$ cat src/inc/serial_ctrl_regs.vh
`ifndef SERIAL_CTRL_REGS_VH
`define SERIAL_CTRL_REGS_VH

`define OFS_CONTROL 8'h00
`define OFS_MODE 8'h04
`define OFS_POSITION 8'h08
`define OFS_TX_CTRL 8'h0c
`define OFS_RX_CTRL 8'h10
`define OFS_STATUS 8'h14
`define OFS_IRQ_EN 8'h18
`define OFS_TX_DATA 8'h1c

`define CTL_TX_EN 0
`define CTL_RX_EN 1
`define CTL_STOP 2
`define POS_CH0_LSB 0
`define POS_CH0_EN 8
`define POS_CH1_LSB 16
`define POS_CH1_EN 24
`define FL_TOP 3

`define ST_RSVD 15
`define ST_TX_CTRL_RDY 14
`define ST_TX_FIFO_EMPTY 13
`define ST_RX_CTRL_RDY 10

`define RST_WORD 32'h0000_0000
`define RST_STATUS 16'h0000
`define SLOT_LAST 4'hf

`endif

$ cat src/core/pin_sync.v
`timescale 1ns/1ps
`default_nettype none
module pin_sync (
  // clock and reset
  input wire pclk,
  input wire presetn,
  // pin and filtered level
  input wire pin,
  output reg level_r
);

reg s1_r;
reg s2_r;
reg s3_r;

// level changes once the two later stages agree
always @(posedge pclk or negedge presetn)
begin
  if (!presetn)
  begin
    s1_r <= 1'b0;
    s2_r <= 1'b0;
    s3_r <= 1'b0;
    level_r <= 1'b0;
  end
  else
  begin
    s1_r <= pin;
    s2_r <= s1_r;
    s3_r <= s2_r;
    if (s2_r == s3_r)
      level_r <= s3_r;
  end
end

endmodule // pin_sync
`default_nettype wire

$ cat src/core/slot_shifter.v
`timescale 1ns/1ps
`default_nettype none
`include "serial_ctrl_regs.vh"
module slot_shifter (
  // clock and reset
  input wire pclk,
  input wire presetn,
  // link events
  input wire bit_rise,
  input wire frame_sync,
  input wire rx_bit,
  // slot tracking
  output reg [3:0] bit_r,
  output reg [3:0] slot_r,
  output reg frame_start_r,
  // completed slot word
  output reg word_valid_r,
  output reg [3:0] word_slot_r,
  output reg [15:0] word_r
);

reg [15:0] sh_r;
reg [15:0] sh_nxt;
reg [3:0] cnt_now;
reg [3:0] slot_now;

always @*
begin
  sh_nxt = {sh_r[14:0], rx_bit};
  cnt_now = frame_sync ? 4'h0 : bit_r;
  slot_now = frame_sync ? 4'h0 : slot_r;
end

always @(posedge pclk or negedge presetn)
begin
  if (!presetn)
  begin
    bit_r <= 4'h0;
    slot_r <= 4'h0;
    frame_start_r <= 1'b0;
    word_valid_r <= 1'b0;
    word_slot_r <= 4'h0;
    word_r <= 16'h0000;
    sh_r <= 16'h0000;
  end
  else
  begin
    frame_start_r <= bit_rise & frame_sync;
    word_valid_r <= 1'b0;
    if (bit_rise)
    begin
      sh_r <= sh_nxt;
      bit_r <= cnt_now + 4'h1;
      slot_r <= (cnt_now == `SLOT_LAST) ? slot_now + 4'h1 : slot_now;
      if (cnt_now == `SLOT_LAST)
      begin
        word_valid_r <= 1'b1;
        word_slot_r <= slot_now;
        word_r <= sh_nxt;
      end
    end
  end
end

endmodule // slot_shifter
`default_nettype wire

$ cat src/core/serial_ctrl_data_status.v
`timescale 1ns/1ps
`default_nettype none
`include "serial_ctrl_regs.vh"
module serial_ctrl_data_status (
  // clock and reset
  input wire pclk,
  input wire presetn,
  // apb slave
  input wire psel,
  input wire penable,
  input wire pwrite,
  input wire [7:0] paddr,
  input wire [31:0] pwdata,
  output reg [31:0] prdata,
  output reg pready,
  output reg pslverr,
  // codec link pins
  input wire serial_clk_in,
  input wire frame_sync_in,
  input wire serial_rx_in,
  output reg serial_tx_out,
  // transmit fifo datapath
  input wire tx_fifo_drained,
  output reg tx_data_we,
  output reg [31:0] tx_data_word,
  // interrupt
  output reg irq
);

wire sck_lvl;
wire fs_lvl;
wire rxd_lvl;
reg sck_d_r;
wire bit_rise;
wire bit_fall;
wire [3:0] bit_idx;
wire [3:0] slot_idx;
wire frame_start;
wire word_valid;
wire [3:0] word_slot;
wire [15:0] word;

reg [2:0] control_reg_r;
reg [3:0] mode_reg_r;
reg [31:0] position_r;
reg [31:0] tx_control_data_r;
reg [31:0] tx_shadow_r;
reg tx_pending_r;
reg [31:0] rx_control_data_r;
reg [15:0] interrupt_enable_r;
reg tx_ctrl_ready_r;
reg tx_fifo_empty_r;
reg rx_ctrl_ready_r;

reg [15:0] status;
reg [31:0] rd_word;
reg addr_ok;
wire access;
wire wr;
wire rd;
wire stop;
wire ctrl_ok;
wire ch0_en;
wire ch1_en;
wire [3:0] ch0_pos;
wire [3:0] ch1_pos;
wire [15:0] tx_half;
wire [3:0] tx_pos;

function [15:0] slot_bit_pick;
  input [31:0] shadow;
  input ch0_hit;
  input ch1_hit;
  begin
    if (ch0_hit)
      slot_bit_pick = shadow[31:16];
    else if (ch1_hit)
      slot_bit_pick = shadow[15:0];
    else
      slot_bit_pick = 16'h0000;
  end
endfunction

pin_sync u_sync_sck (
  .pclk(pclk),
  .presetn(presetn),
  .pin(serial_clk_in),
  .level_r(sck_lvl)
);

pin_sync u_sync_fs (
  .pclk(pclk),
  .presetn(presetn),
  .pin(frame_sync_in),
  .level_r(fs_lvl)
);

pin_sync u_sync_rxd (
  .pclk(pclk),
  .presetn(presetn),
  .pin(serial_rx_in),
  .level_r(rxd_lvl)
);

always @(posedge pclk or negedge presetn)
begin
  if (!presetn)
    sck_d_r <= 1'b0;
  else
    sck_d_r <= sck_lvl;
end

assign bit_rise = sck_lvl & ~sck_d_r;
assign bit_fall = ~sck_lvl & sck_d_r;

slot_shifter u_shift (
  .pclk(pclk),
  .presetn(presetn),
  .bit_rise(bit_rise),
  .frame_sync(fs_lvl),
  .rx_bit(rxd_lvl),
  .bit_r(bit_idx),
  .slot_r(slot_idx),
  .frame_start_r(frame_start),
  .word_valid_r(word_valid),
  .word_slot_r(word_slot),
  .word_r(word)
);

assign access = psel & penable & pready;
assign wr = access & pwrite;
assign rd = access & ~pwrite;
assign stop = control_reg_r[`CTL_STOP];
assign ctrl_ok = mode_reg_r[`FL_TOP];
assign ch0_en = position_r[`POS_CH0_EN];
assign ch1_en = position_r[`POS_CH1_EN];
assign ch0_pos = position_r[`POS_CH0_LSB+3:`POS_CH0_LSB];
assign ch1_pos = position_r[`POS_CH1_LSB+3:`POS_CH1_LSB];
assign tx_half = slot_bit_pick(tx_shadow_r, ch0_en & (slot_idx == ch0_pos),
                               ch1_en & (slot_idx == ch1_pos));
assign tx_pos = 4'hf - bit_idx;

always @*
begin
  status = `RST_STATUS;
  status[`ST_RSVD] = 1'b0;
  status[`ST_TX_CTRL_RDY] = tx_ctrl_ready_r;
  status[`ST_TX_FIFO_EMPTY] = tx_fifo_empty_r;
  status[`ST_RX_CTRL_RDY] = rx_ctrl_ready_r;
end

always @*
begin
  rd_word = 32'h0000_0000;
  addr_ok = 1'b1;
  case (paddr)
    `OFS_CONTROL: rd_word = {29'h0000_0000, control_reg_r};
    `OFS_MODE: rd_word = {28'h000_0000, mode_reg_r};
    `OFS_POSITION: rd_word = position_r;
    `OFS_TX_CTRL: rd_word = tx_control_data_r;
    `OFS_RX_CTRL: rd_word = rx_control_data_r;
    `OFS_STATUS: rd_word = {16'h0000, status};
    `OFS_IRQ_EN: rd_word = {16'h0000, interrupt_enable_r};
    `OFS_TX_DATA: rd_word = 32'h0000_0000;
    default: addr_ok = 1'b0;
  endcase
end

// apb: one wait-free access phase after setup
always @(posedge pclk or negedge presetn)
begin
  if (!presetn)
  begin
    pready <= 1'b0;
    prdata <= 32'h0000_0000;
    pslverr <= 1'b0;
  end
  else
  begin
    pready <= psel & ~penable;
    prdata <= (psel & ~penable & ~pwrite) ? rd_word : 32'h0000_0000;
    pslverr <= psel & ~penable & ~addr_ok;
  end
end

// configuration registers
always @(posedge pclk or negedge presetn)
begin
  if (!presetn)
  begin
    control_reg_r <= 3'h0;
    mode_reg_r <= 4'h0;
    position_r <= `RST_WORD;
    interrupt_enable_r <= `RST_STATUS;
    tx_data_we <= 1'b0;
    tx_data_word <= `RST_WORD;
  end
  else
  begin
    tx_data_we <= 1'b0;
    if (wr & (paddr == `OFS_CONTROL))
      control_reg_r <= pwdata[2:0];
    if (wr & (paddr == `OFS_MODE))
      mode_reg_r <= pwdata[3:0];
    if (wr & (paddr == `OFS_POSITION))
      position_r <= pwdata & 32'h010f_010f;
    if (wr & (paddr == `OFS_IRQ_EN))
      interrupt_enable_r <= pwdata[15:0] & 16'h7fff;
    if (wr & (paddr == `OFS_TX_DATA))
    begin
      tx_data_we <= 1'b1;
      tx_data_word <= pwdata;
    end
  end
end

// transmit control data and its shadow
always @(posedge pclk or negedge presetn)
begin
  if (!presetn)
  begin
    tx_control_data_r <= `RST_WORD;
    tx_shadow_r <= `RST_WORD;
    tx_pending_r <= 1'b0;
    tx_ctrl_ready_r <= 1'b0;
  end
  else if (stop)
  begin
    tx_control_data_r <= `RST_WORD;
    tx_shadow_r <= `RST_WORD;
    tx_pending_r <= 1'b0;
    tx_ctrl_ready_r <= 1'b0;
  end
  else
  begin
    if (frame_start & tx_pending_r & ctrl_ok)
    begin
      tx_shadow_r <= tx_control_data_r;
      tx_pending_r <= 1'b0;
    end
    if (wr & (paddr == `OFS_TX_CTRL))
    begin
      tx_control_data_r <= pwdata;
      tx_pending_r <= 1'b1;
    end
    if (!control_reg_r[`CTL_TX_EN])
      tx_ctrl_ready_r <= 1'b0;
    else if (frame_start & ctrl_ok & (tx_pending_r | ~tx_ctrl_ready_r))
      tx_ctrl_ready_r <= 1'b1;
    else if (wr & (paddr == `OFS_TX_CTRL))
      tx_ctrl_ready_r <= 1'b0;
  end
end

// receive capture and status flags
always @(posedge pclk or negedge presetn)
begin
  if (!presetn)
  begin
    rx_control_data_r <= `RST_WORD;
    rx_ctrl_ready_r <= 1'b0;
    tx_fifo_empty_r <= 1'b0;
  end
  else if (stop)
  begin
    rx_control_data_r <= `RST_WORD;
    rx_ctrl_ready_r <= 1'b0;
    tx_fifo_empty_r <= 1'b0;
  end
  else
  begin
    if (word_valid & ctrl_ok & ch0_en & (word_slot == ch0_pos))
      rx_control_data_r[31:16] <= word;
    if (word_valid & ctrl_ok & ch1_en & (word_slot == ch1_pos))
      rx_control_data_r[15:0] <= word;
    if (word_valid & ctrl_ok & control_reg_r[`CTL_RX_EN] &
        ((ch0_en & (word_slot == ch0_pos)) | (ch1_en & (word_slot == ch1_pos))))
      rx_ctrl_ready_r <= 1'b1;
    else if (rd & (paddr == `OFS_RX_CTRL))
      rx_ctrl_ready_r <= 1'b0;
    if (!control_reg_r[`CTL_TX_EN])
      tx_fifo_empty_r <= 1'b0;
    else if (tx_fifo_drained)
      tx_fifo_empty_r <= 1'b1;
    else if (wr & (paddr == `OFS_TX_DATA))
      tx_fifo_empty_r <= 1'b0;
  end
end

// transmit pin driven on falling bit clock
always @(posedge pclk or negedge presetn)
begin
  if (!presetn)
    serial_tx_out <= 1'b0;
  else if (stop | ~control_reg_r[`CTL_TX_EN] | ~ctrl_ok)
    serial_tx_out <= 1'b0;
  else if (bit_fall)
    serial_tx_out <= tx_half[tx_pos];
end

always @(posedge pclk or negedge presetn)
begin
  if (!presetn)
    irq <= 1'b0;
  else
    irq <= |(status & interrupt_enable_r);
end

endmodule // serial_ctrl_data_status
`default_nettype wire

$ cat config.mk
export PLATFORM = sky130hd
export DESIGN_NAME = serial_ctrl_data_status
export DESIGN_NICKNAME = d
export VERILOG_FILES = /design/src/core/pin_sync.v /design/src/core/slot_shifter.v /design/src/core/serial_ctrl_data_status.v
export VERILOG_INCLUDE_DIRS = /design/src /design/src/inc
export SDC_FILE = /design/constraint.sdc
export NUM_CORES = 1
export LEC_CHECK = 0
export BUFFER_PORTS_ARGS = -buffer_cell sky130_fd_sc_hd__buf_2
export CAP_MARGIN = 20
export CORE_MARGIN = 2
export CORE_UTILIZATION = 55
export DETAILED_ROUTE_END_ITERATION = 10
export PLACE_DENSITY = 0.79
export SYNTH_ARGS = -nofsm -noshare
export SYNTH_HDL_FRONTEND = slang
export SYNTH_SLANG_ARGS = --single-unit
$ cat constraint.sdc
create_clock -name pclk -period 5.4 [get_ports pclk]
set_input_delay 0.27 -clock pclk [delete_from_list [all_inputs] [get_ports pclk]]
set_output_delay 0.27 -clock pclk [all_outputs]
set_load 0.02 [all_outputs]
Word-level counts from Yosys, hierarchy flattened

Cells that the tools add are included.
W data, S select, Z words.

Bits in registers: 259
Input bits: 49

Add/subtract/negate cells: 3
Magnitude comparators: 1
Eq/ne operators: 17
Mux-type cells: 36
Bitwise gates (word level): 45
Reductions and logical operators: 11

Operator list:

| cell                  | count |
|---|---|
| $pmux W32 S7          | 1 |
| $mux W32              | 6 |
| $mux W16              | 4 |
| $and A1 B1 Y1         | 32 |
| $eq A8 B5 Y1 const B  | 4 |
| $mux W1               | 21 |
| $eq A4 B4 Y1          | 4 |
| $eq A8 B4 Y1 const B  | 2 |
| $reduce_or A16 Y1     | 1 |
| $and A15 B15 Y15      | 1 |
| $mux W4               | 3 |
| $reduce_bool A2 Y1    | 5 |
| $add A4 B1 Y4 const B | 2 |
| $eq A8 B3 Y1 const B  | 1 |
| $logic_not A8 Y1      | 1 |
| $not A1 Y1            | 8 |
| $reduce_or A8 Y1      | 1 |
| $reduce_bool A3 Y1    | 2 |
| $lt A4 B5 Y1 const B  | 1 |
| $bmux W1 S4           | 1 |
| $eq A4 B4 Y1 const B  | 1 |
| $ne A4 B1 Y1 const B  | 1 |
| $ne A4 B2 Y1 const B  | 1 |
| $or A1 B1 Y1          | 4 |
| other kinds (3)       | 5 |

Depth between registers and ports, before layout

Gate-level depths: netlist of the first run.

Depth after elaboration: 8
Gate-level depth with buffers: 10
Depth with buffers taken out: 8

Hierarchy

From an unflattened synthesis of the first run, not the netlist that was laid out.

Cells, all modules: 913
Area, all modules: 10757.8 um2

Modules (own cells, without submodules):

| module                  | instances | cells each | area each (um2) | sequential area each (um2) |
|---|---|---|---|---|
| serial_ctrl_data_status | 1         | 772        | 8587.0          | 5054.8 |
| slot_shifter            | 1         | 126        | 1836.8          | 1126.1 |
| pin_sync                | 3         | 5          | 111.4           | 100.1 |

Worst setup path before layout of the first run

No wires, ideal clock.

Path kind: reg2reg
Start: register u_shift.bit_r[0]
End: register u_shift.word_r[10]
Setup time: 0.125 ns
Arrival time: 2.244 ns
Data required time: 5.275 ns
Setup slack: 3.031 ns
Cell stages (with the launch flop): 10
Clock period less this slack: 2.369 ns
Cells stage by stage: dfrtp_1 > buf_2 > buf_1 > nor2b_1 > ha_1 > nand3_1 > or2_1 > nor2_2 > buf_2 > mux2_2

Longest elaborated chain between the ends: 3

RTL lines:

| what                        | line              | RTL |
|---|---|---|
| from (decl)                 | slot_shifter.v:13 | `output reg [3:0] bit_r,` |
| from (signal assigned)      | slot_shifter.v:53 | `bit_r <= cnt_now + 4'h1;` |
| $mux W4                     | slot_shifter.v:30 | `cnt_now = frame_sync ? 4'h0 : bit_r;` |
| $eq A4 B4 Y1 (no line)      | --                |  |
| $reduce_and A2 Y1 (no line) | --                |  |
| to (signal assigned)        | slot_shifter.v:59 | `word_r <= sh_nxt;` |
| to (decl)                   | slot_shifter.v:19 | `output reg [15:0] word_r` |

No other way between the ends.
A chain may end at the register's enable or synchronous reset.

Final worst setup path of the first run

Start: register u_shift.bit_r[0]
End: register u_shift.word_r[9]

Same word-level chain as after synthesis.

==> results of run 1 <==
==> metal layers <==
| layer | GRT usage | vias up | wire (µm) |
|---|---|---|---|
| met5 | 0 | - | 0 |
| met4 | 0.0836 | 0 | 714 |
| met3 | 0.0443 | 58 | 1710 |
| met2 | 0.407 | 292 | 12800 |
| met1 | 0.368 | 4013 | 11300 |
| li1 | - | 3562 | - |
==> flip-flops by register name (all words and copies together) (netlist names), 3 cells and up <==
register,flops
prdata,32
u_shift.slot_r,4
control_reg_r,3
tx_control_data_r,32
u_shift.word_slot_r,4
interrupt_enable_r,15
tx_data_word,32
position_r,10
u_shift.sh_r,15
u_shift.bit_r,4
mode_reg_r,4
rx_control_data_r,32
u_shift.word_r,16
tx_shadow_r,32
==> critical path: cells and delay by family, from the launching register on <==
kind	cells	cell delay [ps]
DFF	1	700
buffers and inverters	1	250
muxes	1	350
and+or+nand+nor	4	1070
adders and majority gates	1	210
==> timing repair <==
action | in CTS | in global routing
resized for setup | 0 | 0
hold buffers | 28 | 0
endpoints found under the hold margin | 170 | 0
==> final cells by class <==
type / instances / area [µm²]
multi-input cells: 634 / 3970
well taps: 265 / 332
repair buffers: 158 / 977
flip-flops and latches: 259 / 6480
clock inverters: 10 / 169
fillers: 1458 / 6510
clock buffers: 40 / 795
inverters: 9 / 33.8
==> worst paths after layout <==
kind | from | to | slack (ps) | cells past startpoint
worst max-delay path | u_shift.bit_r[0] | u_shift.word_r[9] | 2680 | 7
worst min-delay path | pwdata[19] | tx_data_word[19] | 8 | 3
worst max register to register | u_shift.bit_r[0] | u_shift.word_r[9] | 2680 | 7
worst min register to register | u_sync_rxd.s1_r | u_sync_rxd.s2_r | 350 | 0
max in group asynchronous | presetn | tx_data_word[23] | 3590 | 3
min in group asynchronous | presetn | tx_data_word[0] | 360 | 2
==> synthesized netlist by cell type, drive strengths merged, types with 3 or more instances <==
library cell and count:
a21oi 57, a222oi 7, a22o 32, a22oi 30, a32oi 5, buf 28, clkbuf 27, dfrtp 259
inv 9, maj3 3, mux2 51, mux2i 38, mux4 4, nand2 244, nand2b 6, nand3 16
nand3b 3, nand4 6, nor2 67, nor2b 4, nor3 7, o21ai 14, xnor2 9, xor2 9
==> cell families (layout without fill, tap and decap cells) <==
logic type | Yosys count | count (layout)
adder cells (fa/ha/maj) | 5 | 5
multiplexers | 93 | 93
buffers and inverters | 64 | 217
AND/OR/NAND/NOR | 363 | 363
XOR/XNOR | 18 | 18
AO/OA/AOI/OAI | 155 | 155
flip-flops | 259 | 259
==> per-stage QoR <==
step / hold slack (ps) / cell area (µm²) / worst slack, ps
6_report: 8.32 / 12800 / 2680
5_1_grt: 14.9 / 12800 / 2530
4_1_cts: 0.602 / 12800 / 2420
3_5_place_dp: 340 / 11500 / 2460
3_3_place_gp: 333 / 11500 / 2580
2_1_floorplan: -25.6 / 10700 / 3030
==> power breakdown <==
part	internal, mW	switching, mW
combinational	0.0871	0.134
sequential	2.00	0.0720
clock	1.21	0.762
total	3.30	0.968
==> flow_summary.json, run 1 <==
{
  "status": "completed",
  "cts_tree": "yes",
  "num_vias": 7925,
  "numCtsBuffers": 27,
  "critPathArrivalTime_ps": 3140,
  "dp.cells": 1296,
  "start_util": 0.556,
  "slew_violations": 0,
  "dieArea_mm2": 0.0206,
  "drtIter0Drc": 799,
  "coreArea_mm2": 0.0193,
  "synth_xor_area_frac": 0.0147,
  "maxSlewHeadroom": 0.318,
  "routed_via_density": 5.76,
  "power_leakage_nw": 6.61,
  "drtAntennaViolNets": 0,
  "yosys.area_share.simple": 0.146,
  "worstPathCellList": "nor2b_1 -> ha_1 -> nand3_1 -> or2_1 -> nor2_2 -> buf_6 -> mux2_2",
  "avgSynthCellArea_um2": 11.2,
  "hold_class": "input pin to flop",
  "gr-total-overflow": 0,
  "post-route-util": 0.662,
  "clkSinkCount": 259,
  "path_clk_slew_ps": 70,
  "critPathSlowestCell": "dfrtp_1",
  "final_nets": 1140,
  "rows": 51,
  "synth_top_area_share": 0.605,
  "die_h_um": 144,
  "ios": 118,
  "place_congestion": 0.916,
  "required_ps": 5820,
  "synth_ff_type": "dfrtp_1",
  "tightest_slew_ps": 1020,
  "synthTopCellsByArea": "dfrtp_1 (60%), nand2_1 (8.4%), mux2i_1 (3.5%), a21oi_1 (2.7%), a22o_1 (2.6%)",
  "track_usage": 0.258,
  "grt_max_degree": 125,
  "yosysWarnings": 0,
  "rsz0062_at_grt": "false",
  "fin_skew_ps": 14.7,
  "clock.fmax_mhz": 367,
  "io_buffers": 117,
  "start_kind": "flop",
  "firstDrtPassIters": 5,
  "antenna_found_initial": 0,
  "fin_total_pwr_mw": 4.27,
  "clockBufferDepth": 3,
  "tns_ps": 0,
  "hpwl_um": 17400,
  "path_class": "flop to flop",
  "period_share": 0.504,
  "muxShareOfSynthArea": 0.101,
  "cpPeakStageDelay_ps": 700,
  "syn_nets": 1008,
  "final_cell_mix": "dfrtp_1 (258), nand2_1 (240), buf_2 (116)",
  "synth_top_area_cell": "dfrtp_1",
  "postCtsSetupRepairBufs": 0,
  "setup_viol": 0,
  "clock_latency_ps": 540,
  "routed_wirelength_um": 26500,
  "synth-edff-count": 0,
  "ys_types": 59,
  "async_reset_ff_frac": 1.00,
  "cts_root_buf": "clkbuf_16",
  "syn-instance-count": 957,
  "wire_per_inst_um": 19.3,
  "synth_fa_ha_area_frac": 0.00514,
  "die-width_um": 144,
  "post-route-min-period_ps": 2720,
  "final_common_cell": "dfrtp_1",
  "htree_levels": 1,
  "diodes": 0,
  "ys_ff_latch": 259,
  "ys_seq_area_frac": 0.605,
  "vdd_drop_max_mv": 0.255,
  "grt_pass1_wl_um": 41300,
  "grt_pass1_vias": 7557,
  "stdcell_count": 1375,
  "area_growth_pct": 19.1,
  "path_max_fanout": 14,
  "syn-cell-area_mm2": 0.0107,
  "endpoint_kind": "flop",
  "finalHoldViolations": 0,
  "drive_gt1_frac": 0.215,
  "synth_compound_area_frac": 0.100,
  "drc": 0,
  "maxCapViolCount": 0,
  "p_per_area_mw_per_mm2": 335,
  "synth_top_family_by_area": "simple AND/OR/NAND/NOR gates"
}
Power figures use the tool's default switching activity.
==> inputs of run 2 (changes only) <==
==> constraint.sdc (replaced) <==
create_clock -name pclk -period 2.74 [get_ports pclk]
set_input_delay 0.137 -clock pclk [delete_from_list [all_inputs] [get_ports pclk]]
set_output_delay 0.137 -clock pclk [all_outputs]
set_load 0.02 [all_outputs]
==> flow_summary.json, run 2 (synthesized netlist as in run 1, its figures left out) <==
{
  "start_util": 0.556,
  "power_leakage_nw": 6.71,
  "p_int_mw": 6.28,
  "maxUsedRoutingLayer": "met4",
  "min_from": "pwrite",
  "drtAntennaViolNets": 0,
  "path_clk_slew_ps": 60,
  "clock_latency_ps": 540,
  "firstDrtPassIters": 5,
  "switching_share": 0.231,
  "num_vias": 8031,
  "grt_pass1_wl_um": 43500,
  "rrSetupSlack_ps": 390,
  "die_h_um": 144,
  "wl_met3_um": 1910,
  "drtIter0Drc": 758,
  "p_seq_frac": 0.498,
  "reg2reg_from": "u_shift.bit_r[1]",
  "met2_length_um": 13400,
  "rows": 51,
  "comb_power_share": 0.060,
  "critPathArrivalTime_ps": 2750,
  "routed_wirelength_um": 27400,
  "numCtsBuffers": 27,
  "clkSinkCount": 259,
  "crit_path_start": "u_shift.bit_r[1]",
  "r2r_cells": 8,
  "vdd_drop_max_mv": 0.530,
  "ios": 118,
  "rsz0062_at_grt": "false",
  "grt_pass1_vias": 8057,
  "path_class": "flop to flop",
  "clockBufferDepth": 3,
  "cts_tree": "yes",
  "finalHoldViolations": 0,
  "diodes": 0,
  "final_cell_mix": "dfrtp_1 (258), nand2_1 (240), buf_2 (116)",
  "required_ps": 3140,
  "cts_root_buf": "clkbuf_16",
  "final_nets": 1166,
  "setup_viol": 0,
  "p_switching_mw": 1.89,
  "coreArea_mm2": 0.0193,
  "path_max_fanout": 23,
  "post-route-util": 0.672,
  "io_buffers": 117,
  "status": "completed",
  "p_per_area_mw_per_mm2": 631,
  "r2r_end": "u_shift.word_r[3]",
  "grt_max_degree": 82,
  "htree_levels": 1,
  "drc": 0,
  "final_common_cell": "dfrtp_1",
  "tns_ps": 0,
  "tightest_slew_ps": 623,
  "gr-total-overflow": 0,
  "track_usage": 0.271,
  "cpPeakStageDelay_ps": 570,
  "fill_cells": 1428,
  "worstPathCellList": "inv_1 -> nor2_1 -> ha_1 -> nand3_1 -> or2_1 -> nor2_2 -> buf_4 -> mux2_2",
  "drive_gt1_frac": 0.219,
  "area_growth_pct": 20.8,
  "whs_path_depth": 5,
  "endpoint_kind": "flop",
  "regArea_mm2": 0.00648,
  "slew_violations": 0,
  "dieArea_mm2": 0.0206,
  "multi_input_area_mm2": 0.00397,
  "place_congestion": 0.927,
  "routed_via_density": 5.74,
  "maxCapViolCount": 0,
  "wl_met1_um": 11100,
  "clock.fmax_mhz": 425,
  "maxSlewHeadroom": 0.584,
  "p_clk_frac": 0.441,
  "post-route-min-period_ps": 2350,
  "die-width_um": 144,
  "hpwl_um": 18000,
  "fin_skew_ps": 27.7,
  "hold_class": "input pin to flop",
  "period_share": 0.858,
  "min_to": "rx_ctrl_ready_r",
  "antenna_found_initial": 0,
  "wire_per_inst_um": 19.6,
  "critPathSlowestCell": "dfrtp_1",
  "ctsResizeCount": 0,
  "start_kind": "flop"
}
==> run 2: area by class of cell <==
| type | instances | area share |
|---|---|---|
| clock buffers | 38 | 0.0593 |
| inverters | 9 | 0.00261 |
| flip-flops and latches | 259 | 0.501 |
| clock inverters | 11 | 0.00889 |
| repair buffers | 184 | 0.0961 |
| multi-input cells | 634 | 0.307 |
| well taps | 265 | 0.0256 |
==> run 2: worst max-delay path by stage <==
stage | end | slack [ps] | depth (start not counted)
3_3_place_gp | u_shift.word_r[1] | 530 | 8
2_1_floorplan | u_shift.word_r[10] | 370 | 9
6_report | u_shift.word_r[3] | 390 | 8
5_1_grt | u_shift.word_r[6] | 200 | 8
4_1_cts | u_shift.word_r[3] | 410 | 8
3_5_place_dp | u_shift.word_slot_r[1] | 460 | 8
==> run 2: stage by stage <==
stage | std cells | hold slack, ps | power (mW) | instance area (µm²) | worst slack, ps
6_report | 1400 | 12.1 | 8.17 | 12900 | 389
5_1_grt | 1400 | 44.8 | 8.44 | 12900 | 201
4_1_cts | 1400 | 5.13 | 8.22 | 12900 | 414
3_5_place_dp | 1308 | 170 | 4.58 | 11600 | 455
3_3_place_gp | 1308 | 162 | 4.56 | 11600 | 532
2_1_floorplan | 957 | -159 | 4.35 | 10700 | 371
==> run 2: power by group through the flow <==
stage / Clock, mW / Sequential, mW / Combinational [mW]
floorplan: 0 / 4.07 / 0.274
global placement: 0 / 4.13 / 0.430
detailed placement: 0 / 4.14 / 0.445
CTS: 3.66 / 4.07 / 0.497
global route: 3.80 / 4.08 / 0.559
finish: 3.60 / 4.07 / 0.493
==> run 2: worst max-delay path: cells and delay by family, from the launching register on <==
family	cells	cell delay, ps
adders and majority gates	1	200
and+or+nand+nor	4	620
DFF	1	570
muxes	1	390
buffers and inverters	2	430
==> run 2: repair_timing <==
item,4_1_cts,5_1_grt
hold buffers,43,0
buffers inserted,0,0
hold endpoints to repair,179,0
==> run 2: layer usage <==
metal | GRT usage | vias up
met2 | 0.443 | 321
met3 | 0.0427 | 66
li1 | - | 3605
met5 | 0.00752 | -
met4 | 0.106 | 0
met1 | 0.367 | 4039
